--- config.mk ---
export PLATFORM = sky130hd
export DESIGN_NAME = odc_orient_debounce
export DESIGN_NICKNAME = d
export VERILOG_FILES = /design/src/pkg/odc_pkg.sv /design/src/pkg/odc_cfg_if.sv /design/src/rtl/odc_angle_lut.sv /design/src/rtl/odc_orient_debounce.sv /design/src/rtl/odc_rate_div.sv
export SDC_FILE = /design/constraint.sdc
export NUM_CORES = 1
export LEC_CHECK = 0
export BUFFER_PORTS_ARGS = -buffer_cell sky130_fd_sc_hd__clkbuf_2
export CAP_MARGIN = 5
export CORE_MARGIN = 2
export CORE_UTILIZATION = 50
export CTS_BUF_LIST = sky130_fd_sc_hd__clkbuf_4
export CTS_CLUSTER_DIAMETER = 120
export DETAILED_ROUTE_END_ITERATION = 7
export GPL_ROUTABILITY_DRIVEN = 0
export PLACE_DENSITY = 0.82
export SETUP_SLACK_MARGIN = 0.05
export SYNTH_ARGS = -nofsm -noshare
export SYNTH_HDL_FRONTEND = slang
export SYNTH_SLANG_ARGS = --single-unit
export TNS_END_PERCENT = 20
--- constraint.sdc ---
create_clock -name aclk -period 4.8 [get_ports aclk]
set_input_delay 0.24 -clock aclk [delete_from_list [all_inputs] [get_ports aclk]]
set_output_delay 0.24 -clock aclk [all_outputs]
set_load 0.01 [all_outputs]
--- src/pkg/odc_pkg.sv ---
// Package: register map, field positions and reset values of the orientation debounce block
package odc_pkg;
  localparam logic [7:0] ODC_IDX_STATE = 8'h28;
  localparam logic [7:0] ODC_IDX_SETUP = 8'h29;
  localparam logic [7:0] ODC_IDX_DBCOUNT = 8'h2A;
  localparam logic [7:0] ODC_IDX_FLIPTILT = 8'h2B;
  localparam logic [7:0] ODC_IDX_THRESH = 8'h2C;
  localparam logic [7:0] ODC_IDX_IRQ_STAT = 8'h30;
  localparam logic [7:0] ODC_IDX_IRQ_MASK = 8'h31;
  localparam logic [7:0] ODC_IDX_CTRL = 8'h32;
  localparam logic [7:0] ODC_IDX_RATE_DIV = 8'h33;
  localparam logic [7:0] ODC_IDX_EFF_DIV = 8'h34;
  localparam logic [7:0] ODC_IDX_ANGLES = 8'h35;
  localparam logic [7:0] ODC_IDX_HYS_ANG = 8'h36;
  localparam int ODC_MODE_BIT = 7;
  localparam int ODC_ENABLE_BIT = 6;
  localparam int ODC_FLAG_BIT = 7;
  localparam int ODC_FLIP_LSB = 6;
  localparam int ODC_TILT_LSB = 0;
  localparam int ODC_THR_LSB = 3;
  localparam int ODC_HYS_LSB = 0;
  localparam int ODC_CTRL_ACTIVE_BIT = 0;
  localparam int ODC_CTRL_FLEX_BIT = 1;
  localparam logic [7:0] ODC_SETUP_RST = 8'h80;
  localparam logic [7:0] ODC_DBCOUNT_RST = 8'h00;
  localparam logic [7:0] ODC_FLIPTILT_RST = 8'h44;
  localparam logic [7:0] ODC_THRESH_RST = 8'h84;
  localparam logic [15:0] ODC_RATE_DIV_RST = 16'h00FF;
  localparam logic [15:0] ODC_EFF_DIV_RST = 16'h00FF;
  localparam logic [1:0] ODC_RESP_OKAY = 2'h0;
  localparam logic [1:0] ODC_RESP_SLVERR = 2'h2;
  localparam logic [9:0] ODC_ANGLE_FULL = 10'h384;
endpackage

--- src/pkg/odc_cfg_if.sv ---
// Interface: angle codes out to the decoder and decoded trip angles back
`timescale 1ns/10ps
`default_nettype none
interface odc_cfg_if;
  logic [1:0] flip_code;
  logic [2:0] tilt_lockout_code;
  logic [4:0] pose_threshold_code;
  logic [2:0] pose_hysteresis_code;
  logic [6:0] flip_b2f_deg;
  logic [8:0] tilt_min_dtenth;
  logic [8:0] tilt_max_dtenth;
  logic [9:0] pose_thr_dtenth;
  logic [9:0] pose_l2p_dtenth;
  logic [9:0] pose_p2l_dtenth;
  modport ctrl (output flip_code, tilt_lockout_code, pose_threshold_code,
    pose_hysteresis_code, input flip_b2f_deg, tilt_min_dtenth, tilt_max_dtenth,
    pose_thr_dtenth, pose_l2p_dtenth, pose_p2l_dtenth);
  modport lut (input flip_code, tilt_lockout_code, pose_threshold_code,
    pose_hysteresis_code, output flip_b2f_deg, tilt_min_dtenth, tilt_max_dtenth,
    pose_thr_dtenth, pose_l2p_dtenth, pose_p2l_dtenth);
endinterface
`default_nettype wire

--- src/rtl/odc_angle_lut.sv ---
// Angle decoder: configuration codes to trip angles in degrees or tenths of a degree
`timescale 1ns/10ps
`default_nettype none
module odc_angle_lut
  import odc_pkg::*;
(
  odc_cfg_if.lut cfg
);
  function automatic logic [9:0] thr_angle(input logic [4:0] c);
    logic [9:0] t [32];
    t = '{10'd0, 10'd18, 10'd38, 10'd59, 10'd81, 10'd105, 10'd130, 10'd156,
      10'd184, 10'd214, 10'd244, 10'd276, 10'd310, 10'd344, 10'd379, 10'd414,
      10'd450, 10'd486, 10'd521, 10'd556, 10'd590, 10'd624, 10'd656, 10'd686,
      10'd716, 10'd744, 10'd770, 10'd795, 10'd819, 10'd841, 10'd862, 10'd882};
    return t[c];
  endfunction
  function automatic logic [9:0] hys_angle(input logic [2:0] h);
    logic [9:0] t [8];
    t = '{10'd0, 10'd40, 10'd70, 10'd110, 10'd140, 10'd170, 10'd210, 10'd240};
    return t[h];
  endfunction
  logic [8:0] zmin [8];
  logic [8:0] zmax [8];
  logic [9:0] thr;
  logic [9:0] hys;
  logic [10:0] l2p_sum;
  assign zmin = '{9'd136, 9'd171, 9'd207, 9'd244, 9'd281, 9'd320, 9'd361, 9'd404};
  assign zmax = '{9'd145, 9'd182, 9'd220, 9'd259, 9'd300, 9'd342, 9'd387, 9'd434};
  assign cfg.tilt_min_dtenth = zmin[cfg.tilt_lockout_code];
  assign cfg.tilt_max_dtenth = zmax[cfg.tilt_lockout_code];
  // Back-to-front limit, 80 degrees less 5 per flip code step
  assign cfg.flip_b2f_deg = 7'(7'd80 - 7'(cfg.flip_code) * 7'd5);
  assign thr = thr_angle(cfg.pose_threshold_code);
  assign hys = hys_angle(cfg.pose_hysteresis_code);
  assign cfg.pose_thr_dtenth = thr;
  assign l2p_sum = {1'b0, thr} + {1'b0, hys};
  // Symmetric widening, clamped to the valid angle range
  assign cfg.pose_l2p_dtenth = (l2p_sum > {1'b0, ODC_ANGLE_FULL}) ?
    ODC_ANGLE_FULL : l2p_sum[9:0];
  assign cfg.pose_p2l_dtenth = (hys > thr) ? 10'h000 : 10'(thr - hys);
endmodule // odc_angle_lut
`default_nettype wire

--- src/rtl/odc_orient_debounce.sv ---
// Top: orientation debounce, angle configuration registers and AXI4-Lite slave
//
// Notes on behaviour
// - Change flag rises only after new orientation held for programmed sample count, or on first sample after activation.
// - Debounce period ticks from selected rate, or effective rate in flexible mode.
// - Counter resets on standby/active changes either way and wake/sleep changes.
// - Counter frozen while any axis exceeds 1.25 g.
// - Mismatch decrements counter in mode 0, clears it in mode 1.
// - Flip trip code in bits 7:6, reset 01 giving about 75 degrees.
// - Tilt lockout code in bits 2:0, reset 100 giving 28.1 degrees.
// - Lockout codes map to fixed minimum and maximum angle tables.
// - Threshold code in upper five bits, hysteresis lower three; reset 10h and 4.
// - Threshold code maps non-linearly to 0.0 through 88.2 degrees.
// - Hysteresis widens trip points symmetrically about the threshold.
`timescale 1ns/10ps
`default_nettype none
module odc_orient_debounce
  import odc_pkg::*;
#(
  parameter int DIV_W = 16
) (
  input wire logic aclk,
  input wire logic aresetn,
  input wire logic [7:0] s_axi_awaddr,
  input wire logic s_axi_awvalid,
  output logic s_axi_awready,
  input wire logic [31:0] s_axi_wdata,
  input wire logic [3:0] s_axi_wstrb,
  input wire logic s_axi_wvalid,
  output logic s_axi_wready,
  output logic [1:0] s_axi_bresp,
  output logic s_axi_bvalid,
  input wire logic s_axi_bready,
  input wire logic [7:0] s_axi_araddr,
  input wire logic s_axi_arvalid,
  output logic s_axi_arready,
  output logic [31:0] s_axi_rdata,
  output logic [1:0] s_axi_rresp,
  output logic s_axi_rvalid,
  input wire logic s_axi_rready,
  input wire logic [3:0] orient_now,
  input wire logic high_g,
  input wire logic sleep_state,
  output logic pose_changed_flag,
  output logic irq
);
  initial begin
    if (DIV_W < 8 || DIV_W > 16) $error("odc_orient_debounce: DIV_W out of range");
  end
  odc_cfg_if cfg ();
  logic [7:0] setup_ff;
  logic [7:0] turn_debounce_count_ff;
  logic [7:0] fliptilt_ff;
  logic [7:0] thresh_ff;
  logic [1:0] ctrl_ff;
  logic [DIV_W-1:0] rate_div_ff;
  logic [DIV_W-1:0] eff_div_ff;
  logic irq_stat_ff;
  logic irq_mask_ff;
  logic [7:0] cnt_ff;
  logic [3:0] stable_ff;
  logic [3:0] prev_ff;
  logic first_ff;
  logic active_d_ff;
  logic sleep_d_ff;
  logic change_evt;
  logic sample_tick;
  logic [DIV_W-1:0] period;
  logic aw_got_ff;
  logic w_got_ff;
  logic [7:0] aw_addr_ff;
  logic [31:0] w_data_ff;
  logic [3:0] w_strb_ff;
  logic do_write;
  logic wr_hit;
  logic rd_hit;
  logic [31:0] rd_word;
  logic state_read;

  function automatic logic [7:0] idx_of(input logic [7:0] a);
    return {2'b00, a[7:2]};
  endfunction

  function automatic logic is_mapped(input logic [7:0] i);
    return (i >= ODC_IDX_STATE && i <= ODC_IDX_THRESH) ||
      (i >= ODC_IDX_IRQ_STAT && i <= ODC_IDX_HYS_ANG);
  endfunction

  assign cfg.flip_code = fliptilt_ff[ODC_FLIP_LSB +: 2];
  assign cfg.tilt_lockout_code = fliptilt_ff[ODC_TILT_LSB +: 3];
  assign cfg.pose_threshold_code = thresh_ff[ODC_THR_LSB +: 5];
  assign cfg.pose_hysteresis_code = thresh_ff[ODC_HYS_LSB +: 3];
  odc_angle_lut u_lut (
    .cfg(cfg)
  );

  // Flexible mode runs on the effective rate, the others on the selected rate
  assign period = ctrl_ff[ODC_CTRL_FLEX_BIT] ? eff_div_ff : rate_div_ff;
  odc_rate_div #(
    .W(DIV_W)
  ) u_div (
    .aclk(aclk),
    .aresetn(aresetn),
    .run(ctrl_ff[ODC_CTRL_ACTIVE_BIT]),
    .period_cycles(period),
    .tick(sample_tick)
  );

  // Write channel: address and data taken in either order
  assign do_write = aw_got_ff && w_got_ff && !s_axi_bvalid;
  assign wr_hit = do_write && is_mapped(idx_of(aw_addr_ff));
  always_ff @(posedge aclk) begin
    if (!aresetn) begin
      aw_got_ff <= 1'b0;
      w_got_ff <= 1'b0;
      s_axi_awready <= 1'b0;
      s_axi_wready <= 1'b0;
      s_axi_bvalid <= 1'b0;
      s_axi_bresp <= ODC_RESP_OKAY;
      aw_addr_ff <= 8'h00;
      w_data_ff <= 32'h0000_0000;
      w_strb_ff <= 4'h0;
    end else begin
      s_axi_awready <= !aw_got_ff && !s_axi_bvalid && !(s_axi_awvalid && s_axi_awready);
      s_axi_wready <= !w_got_ff && !s_axi_bvalid && !(s_axi_wvalid && s_axi_wready);
      if (s_axi_awvalid && s_axi_awready) begin
        aw_got_ff <= 1'b1;
        aw_addr_ff <= s_axi_awaddr;
      end
      if (s_axi_wvalid && s_axi_wready) begin
        w_got_ff <= 1'b1;
        w_data_ff <= s_axi_wdata;
        w_strb_ff <= s_axi_wstrb;
      end
      if (do_write) begin
        aw_got_ff <= 1'b0;
        w_got_ff <= 1'b0;
        s_axi_bvalid <= 1'b1;
        s_axi_bresp <= wr_hit ? ODC_RESP_OKAY : ODC_RESP_SLVERR;
      end else if (s_axi_bvalid && s_axi_bready) begin
        s_axi_bvalid <= 1'b0;
      end
    end
  end

  // Configuration registers, writable at any time; the debounce engine samples setup and count per tick, the rest are used every cycle
  always_ff @(posedge aclk) begin
    if (!aresetn) begin
      setup_ff <= ODC_SETUP_RST;
      turn_debounce_count_ff <= ODC_DBCOUNT_RST;
      fliptilt_ff <= ODC_FLIPTILT_RST;
      thresh_ff <= ODC_THRESH_RST;
      ctrl_ff <= 2'h0;
      rate_div_ff <= DIV_W'(ODC_RATE_DIV_RST);
      eff_div_ff <= DIV_W'(ODC_EFF_DIV_RST);
      irq_mask_ff <= 1'b0;
    end else if (wr_hit && w_strb_ff[0]) begin
      unique case (idx_of(aw_addr_ff))
        ODC_IDX_SETUP: setup_ff <= w_data_ff[7:0];
        ODC_IDX_DBCOUNT: turn_debounce_count_ff <= w_data_ff[7:0];
        ODC_IDX_FLIPTILT: fliptilt_ff <= w_data_ff[7:0];
        ODC_IDX_THRESH: thresh_ff <= w_data_ff[7:0];
        ODC_IDX_IRQ_MASK: irq_mask_ff <= w_data_ff[0];
        ODC_IDX_CTRL: ctrl_ff <= w_data_ff[1:0];
        ODC_IDX_RATE_DIV: rate_div_ff <= w_data_ff[DIV_W-1:0];
        ODC_IDX_EFF_DIV: eff_div_ff <= w_data_ff[DIV_W-1:0];
        default: ;
      endcase
    end
  end

  // Read channel
  always_comb begin
    rd_word = 32'h0000_0000;
    unique case (idx_of(s_axi_araddr))
      ODC_IDX_STATE: rd_word = {24'h0, pose_changed_flag, stable_ff[3], 3'b000,
        stable_ff[2:0]};
      ODC_IDX_SETUP: rd_word = {24'h0, setup_ff};
      ODC_IDX_DBCOUNT: rd_word = {24'h0, turn_debounce_count_ff};
      ODC_IDX_FLIPTILT: rd_word = {24'h0, fliptilt_ff};
      ODC_IDX_THRESH: rd_word = {24'h0, thresh_ff};
      ODC_IDX_IRQ_STAT: rd_word = {31'h0, irq_stat_ff};
      ODC_IDX_IRQ_MASK: rd_word = {31'h0, irq_mask_ff};
      ODC_IDX_CTRL: rd_word = {30'h0, ctrl_ff};
      ODC_IDX_RATE_DIV: rd_word = 32'(rate_div_ff);
      ODC_IDX_EFF_DIV: rd_word = 32'(eff_div_ff);
      ODC_IDX_ANGLES: rd_word = {6'h0, cfg.pose_thr_dtenth, cfg.tilt_min_dtenth,
        cfg.flip_b2f_deg};
      ODC_IDX_HYS_ANG: rd_word = {3'h0, cfg.tilt_max_dtenth, cfg.pose_l2p_dtenth,
        cfg.pose_p2l_dtenth};
      default: rd_word = 32'h0000_0000;
    endcase
  end
  assign rd_hit = is_mapped(idx_of(s_axi_araddr));
  assign state_read = s_axi_arvalid && s_axi_arready && idx_of(s_axi_araddr) == ODC_IDX_STATE;
  always_ff @(posedge aclk) begin
    if (!aresetn) begin
      s_axi_arready <= 1'b0;
      s_axi_rvalid <= 1'b0;
      s_axi_rdata <= 32'h0000_0000;
      s_axi_rresp <= ODC_RESP_OKAY;
    end else if (s_axi_arvalid && s_axi_arready) begin
      s_axi_arready <= 1'b0;
      s_axi_rvalid <= 1'b1;
      s_axi_rdata <= rd_word;
      s_axi_rresp <= rd_hit ? ODC_RESP_OKAY : ODC_RESP_SLVERR;
    end else if (s_axi_rvalid) begin
      s_axi_arready <= 1'b0;
      if (s_axi_rready) begin
        s_axi_rvalid <= 1'b0;
      end
    end else begin
      s_axi_arready <= 1'b1;
    end
  end

  // Debounce engine
  always_ff @(posedge aclk) begin
    if (!aresetn) begin
      active_d_ff <= 1'b0;
      sleep_d_ff <= 1'b0;
    end else begin
      active_d_ff <= ctrl_ff[ODC_CTRL_ACTIVE_BIT];
      sleep_d_ff <= sleep_state;
    end
  end
  always_ff @(posedge aclk) begin
    change_evt <= 1'b0;
    if (!aresetn) begin
      cnt_ff <= 8'h00;
      stable_ff <= 4'h0;
      prev_ff <= 4'h0;
      first_ff <= 1'b0;
      change_evt <= 1'b0;
    end else if (active_d_ff != ctrl_ff[ODC_CTRL_ACTIVE_BIT] ||
                 sleep_d_ff != sleep_state) begin
      cnt_ff <= 8'h00;
      // Standby to active re-arms first detection and clears the orientation
      if (ctrl_ff[ODC_CTRL_ACTIVE_BIT] && !active_d_ff) begin
        first_ff <= 1'b1;
        stable_ff <= 4'h0;
        prev_ff <= 4'h0;
      end
    end else if (sample_tick && setup_ff[ODC_ENABLE_BIT] && !high_g) begin
      prev_ff <= orient_now;
      if (first_ff) begin
        first_ff <= 1'b0;
        stable_ff <= orient_now;
        change_evt <= 1'b1;
      end else if (orient_now == stable_ff) begin
        cnt_ff <= 8'h00;
      end else if (orient_now != prev_ff && cnt_ff != 8'h00) begin
        if (setup_ff[ODC_MODE_BIT]) begin
          cnt_ff <= 8'h00;
        end else begin
          cnt_ff <= cnt_ff - 8'h01;
        end
      end else if (cnt_ff + 8'h01 >= turn_debounce_count_ff || cnt_ff == 8'hFF) begin
        cnt_ff <= 8'h00;
        stable_ff <= orient_now;
        change_evt <= 1'b1;
      end else begin
        cnt_ff <= cnt_ff + 8'h01;
      end
    end
  end

  // Set wins over both the state read and the one-write clear
  always_ff @(posedge aclk) begin
    if (!aresetn) begin
      pose_changed_flag <= 1'b0;
      irq_stat_ff <= 1'b0;
      irq <= 1'b0;
    end else begin
      pose_changed_flag <= change_evt || (pose_changed_flag && !state_read);
      irq_stat_ff <= change_evt || (irq_stat_ff && !(wr_hit && w_strb_ff[0] &&
        idx_of(aw_addr_ff) == ODC_IDX_IRQ_STAT && w_data_ff[0]));
      irq <= irq_stat_ff && irq_mask_ff;
    end
  end

  a_dbcnt_reset: assert property (@(posedge aclk) disable iff (!aresetn)
    $changed(sleep_state) |=> cnt_ff == 8'h00)
    else $error("debounce counter not reset on wake/sleep change");
  a_freeze_highg: assert property (@(posedge aclk) disable iff (!aresetn)
    high_g && $stable(sleep_state) && $stable(ctrl_ff) |=> $stable(cnt_ff) && !change_evt)
    else $error("debounce counter moved under high acceleration");
  a_mode_clear: assert property (@(posedge aclk) disable iff (!aresetn)
    sample_tick && !high_g && setup_ff[ODC_ENABLE_BIT] && setup_ff[ODC_MODE_BIT] &&
    !first_ff && orient_now != stable_ff && orient_now != prev_ff && cnt_ff != 8'h00 &&
    $stable(sleep_state) && $stable(ctrl_ff) |=> cnt_ff == 8'h00)
    else $error("mismatch did not clear counter");
  a_flag_count: assert property (@(posedge aclk) disable iff (!aresetn)
    change_evt && !$past(first_ff) |-> $past(cnt_ff) + 8'h01 >= $past(turn_debounce_count_ff)
    || $past(cnt_ff) == 8'hFF)
    else $error("orientation accepted before debounce count");
  a_flag_rise: assert property (@(posedge aclk) disable iff (!aresetn)
    change_evt |=> pose_changed_flag)
    else $error("change flag missed an accepted orientation");
  a_flip_default: assert property (@(posedge aclk)
    !aresetn |=> cfg.flip_code == 2'b01 && cfg.flip_b2f_deg == 7'd75)
    else $error("flip code reset wrong");
  a_tilt_default: assert property (@(posedge aclk)
    !aresetn |=> cfg.tilt_min_dtenth == 9'd281 && cfg.tilt_max_dtenth == 9'd300)
    else $error("lockout reset angle wrong");
  a_thr_default: assert property (@(posedge aclk)
    !aresetn |=> cfg.pose_thr_dtenth == 10'd450 && cfg.pose_l2p_dtenth == 10'd590 &&
    cfg.pose_p2l_dtenth == 10'd310)
    else $error("threshold reset wrong");
  a_tick_source: assert property (@(posedge aclk) disable iff (!aresetn)
    ctrl_ff[ODC_CTRL_FLEX_BIT] |-> period == eff_div_ff)
    else $error("flexible mode not on effective rate");
  // Decoder has no clock of its own, so its table is watched from here
  a_tilt_order: assert property (@(posedge aclk) disable iff (!aresetn)
    cfg.tilt_min_dtenth < cfg.tilt_max_dtenth)
    else $error("lockout minimum angle not below maximum");
  a_irq_level: assert property (@(posedge aclk) disable iff (!aresetn)
    irq_stat_ff && irq_mask_ff |=> irq)
    else $error("interrupt not raised");
endmodule // odc_orient_debounce
`default_nettype wire

--- src/rtl/odc_rate_div.sv ---
// Sample period divider: one-cycle tick every period_cycles clocks
`timescale 1ns/10ps
`default_nettype none
module odc_rate_div #(
  parameter int W = 16
) (
  input wire logic aclk,
  input wire logic aresetn,
  input wire logic run,
  input wire logic [W-1:0] period_cycles,
  output logic tick
);
  initial begin
    if (W < 2) $error("odc_rate_div: W too small");
  end
  logic [W-1:0] cnt_ff;
  // Period of zero behaves as one so the tick never stalls
  always_ff @(posedge aclk) begin
    if (!aresetn || !run) begin
      cnt_ff <= '0;
      tick <= 1'b0;
    end else if (cnt_ff + W'(1) >= period_cycles) begin
      cnt_ff <= '0;
      tick <= 1'b1;
    end else begin
      cnt_ff <= cnt_ff + W'(1);
      tick <= 1'b0;
    end
  end
  a_tick_spacing: assert property (@(posedge aclk) disable iff (!aresetn)
    tick |=> !tick || (period_cycles <= W'(1)))
    else $error("tick came twice in a row");
endmodule // odc_rate_div
`default_nettype wire
* After elaboration in Yosys (flattened, before gate mapping)
Memory sizes are Yosys's and may differ from the RTL's.
Cells that the tools add are included.
** Word-level totals
- Memories :: 4
- Output and inout bits :: 43
- Latch bits :: 0
- Register bits after elaboration :: 175
- Word-level logic and storage cells :: 199
- Memory bits (read-only) :: 544
- RAM bits :: 0
- Input port bits :: 65
** Cells by class
- Bitwise gates (word level) :: 6
- Shift operators :: 0
- Add/subtract/negate cells :: 6
- Multiplexer cells :: 41
- $lt $le $gt $ge :: 15
- Multipliers :: 1
- Equal/unequal tests :: 29
- Divide/modulo/power cells :: 0
- Reductions and logical operators :: 64
** Memory list
- (name not given) :: words 32, bits a word 10, rd ports 1, clocked after Yosys merged registers in 0, wr ports 0, line odc_angle_lut.sv:15 : return t[c];
- (name not given) :: words 8, bits a word 10, rd ports 1, clocked after Yosys merged registers in 0, wr ports 0, line odc_angle_lut.sv:20 : return t[h];
- (name not given) :: words 8, bits a word 9, rd ports 1, clocked after Yosys merged registers in 0, wr ports 0, line odc_angle_lut.sv:30 : assign cfg.tilt_max_dtenth = zmax[cfg.tilt_lockout_code];
- (name not given) :: words 8, bits a word 9, rd ports 1, clocked after Yosys merged registers in 0, wr ports 0, line odc_angle_lut.sv:29 : assign cfg.tilt_min_dtenth = zmin[cfg.tilt_lockout_code];
** Operators with widths (count)
- 29-bit one-hot mux with 12 select lines :: 1
- 6-bit equality test, second input constant :: 21
- 10-bit 2-to-1 mux :: 6
- 4-bit 2-to-1 mux :: 9
- 9-bit 2-to-1 mux :: 4
- 8-bit 2-to-1 mux :: 4
- 6-bit greater-or-equal comparator, second input constant :: 5
- 1-bit logical AND :: 26
- 6-bit <= comparator, second input constant :: 4
- 2-bit AND reduction :: 10
- 16-bit by 1-bit adder with 16-bit output, second input constant :: 1
- 16-bit greater-or-equal comparator :: 1
- 16-bit 2-to-1 mux :: 1
- 1-bit 2-to-1 mux :: 14
- 10-bit by 10-bit adder with 11-bit output :: 1
- 11-bit by 10-bit greater-than comparator with 1-bit output, second input constant :: 1
- 1-bit logical NOT :: 11
- 10-bit greater-than comparator :: 1
- 10-bit subtractor :: 1
- 8-bit by 1-bit adder with 8-bit output, second input constant :: 1
- 8-bit equality test, second input constant :: 1
- 4-bit greater-or-equal comparator, second input constant :: 2
- 8-bit greater-or-equal comparator :: 1
- 3-bit NOT with 4-bit output :: 2
- other kinds (18) :: 33

* Depth between registers and ports, before layout
- Depth after elaboration :: 10
- Mapped depth :: 18
- Gate-level depth less buffers :: 17

* Hierarchy
From an unflattened synthesis, not the netlist that was laid out.
** Second synthesis, totals
- Cells, all modules :: 1203
- Area total of the unflattened synthesis :: 9925.8 um^2
** By module, submodules not included
- odc_orient_debounce :: sequential area each 3022.9 um^2, area an instance 6839.1 um^2, instances 1, cells each 788
- odc_angle_lut :: sequential area each 0.0 um^2, area an instance 1805.5 um^2, instances 1, cells each 266
- odc_rate_div :: sequential area each 340.3 um^2, area an instance 1281.2 um^2, instances 1, cells each 149

* Worst setup path after synthesis
No wires, ideal clock.
- Path kind :: register to register
- Start point :: register thresh_ff[4]
- End point :: register s_axi_rdata[12]
- Cell stages (with the launch flop) :: 18
- Clock period less this slack :: 3799 ps
- Required time :: 4675 ps
- Setup time :: 125 ps
- Setup slack :: 1001 ps
- Data arrival time :: 3674 ps
- Path buffers :: 1
- Path through :: dfxtp_1 > clkbuf_1 > inv_1 > ha_1 > nand2b_1 > nand3_1 > o21ai_0 > nand2_1 > o21ai_0 > ha_1 > fa_1 > nand3b_1 > nand3_1 > a221o_1 > a21o_1 > a32oi_1 > nor2b_1 > o41a_1
** On the way
- Cells in the longest elaborated chain, start to end :: 8
** RTL lines
- start, declared :: line odc_orient_debounce.sv:54 : logic [7:0] thresh_ff;
- start signal, assigned :: line odc_orient_debounce.sv:162 : ODC_IDX_THRESH: thresh_ff <= w_data_ff[7:0];
- 5-bit NOT with 6-bit output (not written as such) (*) :: line odc_angle_lut.sv:15
- memory 32 x 10 bit (*)
- 10-bit 2-to-1 mux (not written as such) (*) (2 in series) :: line odc_angle_lut.sv:15
- 10-bit by 10-bit adder with 11-bit output (*) :: line odc_angle_lut.sv:36 : assign l2p_sum = {1'b0, thr} + {1'b0, hys};
- 11-bit by 10-bit greater-than comparator with 1-bit output :: line odc_angle_lut.sv:38 : assign cfg.pose_l2p_dtenth = (l2p_sum > {1'b0, ODC_ANGLE_FULL}) ?
- 10-bit 2-to-1 mux (*) :: line odc_angle_lut.sv:38
- 29-bit one-hot mux with 12 select lines (*) :: line odc_orient_debounce.sv:175 : unique case (idx_of(s_axi_araddr))
- end signal, assigned :: line odc_orient_debounce.sv:205 : s_axi_rdata <= rd_word;
- end, declared :: line odc_orient_debounce.sv:37 : output logic [31:0] s_axi_rdata,
Every way passes the cells marked *; elsewhere a longest branch is shown, timed or not. The select of a mux whose other input is x is not followed.
A chain may end at the register's enable or synchronous reset.

* Worst setup path after layout
- Start point :: register thresh_ff[6]
- End point :: register s_axi_rdata[15]
The elaborated chain is that of the path after synthesis.

==> results.json <==
{
  "ys_seq_area_frac": 0.3449,
  "die_w_um": 143.6,
  "worstPathRequired_ps": 5270,
  "rows": 51,
  "fmax_ghz": 0.2341,
  "grt-ovfl-total": 0,
  "first_global_vias": 8149,
  "worstPathArrival_ps": 4740,
  "met2_usage": 0.4028,
  "hpwl_mm": 18.66,
  "drt-pass1-iter-count": 6,
  "synthCells": 1194,
  "slew_headroom": 0.2477,
  "vias_per_cell": 5.860,
  "drtAntennaViolNets": 0,
  "post_drt_wl_per_cell_um": 16.95,
  "ys_ff_latch": 168,
  "synthFlopType": "dfxtp_1",
  "cp-end-kind": "flip-flop",
  "finClkSkew_ps": 21.20,
  "rsz0062_at_grt": "false",
  "io_buffers": 79,
  "grt_max_degree": 51,
  "totalWireLength_mm": 26.05,
  "drtIter0Drc": 870,
  "worst_slew_pin_slew_ps": 1124,
  "synth.distinct_cells": 69,
  "p_per_area_nw_per_um2": 225.8,
  "top_usage_layer": "met2",
  "synth_edf_count": 0,
  "leakage_nw": 4.480,
  "num-nets-final": 1391,
  "num_vias": 9007,
  "layout_worst_path_cycle_share": 0.8901,
  "grt_use_met1": 0.3342,
  "cp_cell_sequence": "nand2b_1 > nand2_1 > a21oi_1 > o31ai_1 > o21ai_0 > ha_1 > a211oi_1 > or3_1 > a31o_2 > nor4b_1 > nor3_1 > o21ai_0 > o21ai_0",
  "cts.sinks": 168,
  "cp_slowest_stage_delay_ps": 1060,
  "critPathLaunchType": "flip-flop",
  "path_buf_inv": 0,
  "grt_pass1_wl_mm": 40.79,
  "path_class": "flip-flop to flip-flop",
  "dieArea_um2": 20630,
  "cts_tree": "yes",
  "clk_latency_ps": 600,
  "die_h_um": 143.6,
  "antenna_found_initial": 1,
  "setup_violations": 0,
  "use_met3": 0.05898,
  "period_needed_ps": 4273,
  "h-tree-depth": 4,
  "root_buffer": "clkbuf_4",
  "cts.repair.resized": 0,
  "cts_setup_buffers": 0,
  "syn-cell-area_um2": 9751,
  "layout-drive-gt1-share": 0.1101,
  "cp_common_cell": "o21ai_0",
  "cts-hold-fix-buffers": 30,
  "grt_usage": 0.2506,
  "area_growth_pct": 10.86,
  "crit_path_top_delay_cell": "dfxtp_1",
  "maxCapViolations": 0,
  "initial_core_util": 0.5060,
  "irDropWorstVdd_v": 0.0001956,
  "fin_util": 0.5609,
  "cts_buffers": 17,
  "yosys_warnings": 0,
  "fin_tns_setup_ps": 0,
  "cts.path.max_buffers": 2,
  "io_pins": 108,
  "hold_viol": 0,
  "coreArea_um2": 19270,
  "drv_slew": 0,
  "critPathTopFamily": "compound AO/OA/AOI/OAI gates",
  "outcome": "complete, no violations",
  "path_max_fanout": 35,
  "drc": 0,
  "cts.clk_slew.worst_paths_ps": 150,
  "synth_async_sr_flop_share": 0,
  "hp-class": "input port to flip-flop",
  "syn_area_per_cell_um2": 8.166
}
-- cells in the final DEF (no fill, tap or decap), types with 5 or more instances in the layout --
cell	Yosys	final
a211oi_1	22	22
a21o_1	10	10
a21oi_1	94	94
a221oi_1	6	6
a222oi_1	8	8
a22oi_1	25	25
a31oi_1	11	11
and2_1	6	6
and3_1	7	7
and4_1	5	5
buf_4	7	6
clkbuf_2	0	79
clkbuf_4	0	17
conb_1	1	5
dfxtp_1	168	168
dlygate4sd3_1	0	30
ha_1	66	66
inv_1	37	36
mux2i_1	69	69
nand2_1	195	195
nand2b_1	21	21
nand3_1	35	35
nand4_1	8	8
nor2_1	96	96
nor2b_1	19	19
nor3_1	16	16
o211ai_1	14	14
o21a_1	5	5
o21ai_0	45	45
o221ai_1	7	7
or2_2	7	7
or3_1	8	8
xnor2_1	29	29
xor2_1	16	16
-- report_power, final --
group / internal [mW] / switching (mW) / leakage, nW / total (mW)
Clock: 0.322 / 0.548 / 0.161 / 0.870
Combinational: 0.0553 / 0.0815 / 2.96 / 0.137
Sequential: 1.41 / 0.0238 / 1.36 / 1.43
Total: 1.79 / 0.653 / 4.48 / 2.44
-- Yosys cell counts, drive strengths merged (17+ instances only) --
cell type    n  share of area
a211oi      22          0.017
a21oi       94          0.048
a22oi       25          0.019
buf         20          0.013
clkbuf      54          0.021
dfxtp      168           0.34
ha          66          0.085
inv         37          0.014
mux2i       69          0.071
nand2      195          0.075
nand2b      21          0.013
nand3       35          0.018
nor2        96          0.037
nor2b       19          0.012
nor3        17         0.0092
o21ai       46          0.024
xnor2       29          0.026
-- per-layer routing --
layer  wire length, um  part of all wire
met1             11110              0.43
met5                 0                 0
met2             11860              0.46
met3              2399             0.092
met4               676             0.026
-- logic make-up after synthesis --
kind of cell | Yosys count | share of synthesized area
other | 1 | 0.0003846
flip-flops | 168 | 0.3449
multiplexers | 76 | 0.08238
buffers and inverters | 113 | 0.04838
AND/OR/NAND/NOR | 441 | 0.2063
AO/OA/AOI/OAI | 281 | 0.1872
adder cells (fa/ha/maj) | 69 | 0.08995
XOR/XNOR | 45 | 0.04042
-- stage by stage --
| stage | area, um2 | setup slack [ps] | power (mW) | instances | hold slack [ps] |
|---|---|---|---|---|---|
| after floorplan | 9766 | 1001 | 1.528 | 1198 | 361.7 |
| after global placement | 10210 | 768.1 | 1.575 | 1474 | 422.7 |
| after detailed placement | 10210 | 653.4 | 1.577 | 1474 | 428.9 |
| after CTS | 10810 | 633.4 | 2.444 | 1536 | 15.68 |
| after global routing | 10810 | 152.2 | 2.515 | 1537 | 54.21 |
| final | 10810 | 527.5 | 2.441 | 1537 | 46.36 |
-- worst min-delay path, stage by stage --
cell and delay, ps:
clkbuf_2 90, nand2_1 130, nand2_1 100, a21oi_1 60
-- flip-flops by register name, summed over array words and instances (netlist names), 6 cells and up --
signal	count
fliptilt_ff	8
aw_addr_ff	6
setup_ff	8
eff_div_ff	16
w_data_ff	16
thresh_ff	8
u_div.cnt_ff	16
cnt_ff	8
s_axi_rdata	29
turn_debounce_count_ff	8
rate_div_ff	16
-- area by class of cell --
type | count | area [um2]
Multi-Input combinational cell | 917 | 5931
Sequential cell | 168 | 3363
Timing Repair Buffer | 115 | 740.7
Clock inverter | 15 | 166.4
Antenna cell | 1 | 2.502
Clock buffer | 17 | 127.6
Fill cell | 1736 | 8462
Tap cell | 265 | 331.6
Inverter | 39 | 146.4
-- final timing paths --
path	cells past startpoint	startpoint	slack (ps)	endpoint
hold reg to reg	1	s_axi_rvalid$_SDFF_PN0_	450	s_axi_arready$_SDFF_PP0_
setup reg to reg	13	thresh_ff[6]$_SDFFE_PN0P_	530	s_axi_rdata[15]$_SDFFE_PN0P_
hold / removal	4	s_axi_awvalid	50	aw_addr_ff[2]$_SDFFE_PN0P_
setup / recovery	13	thresh_ff[6]$_SDFFE_PN0P_	530	s_axi_rdata[15]$_SDFFE_PN0P_
Power figures use the tool's default switching activity.
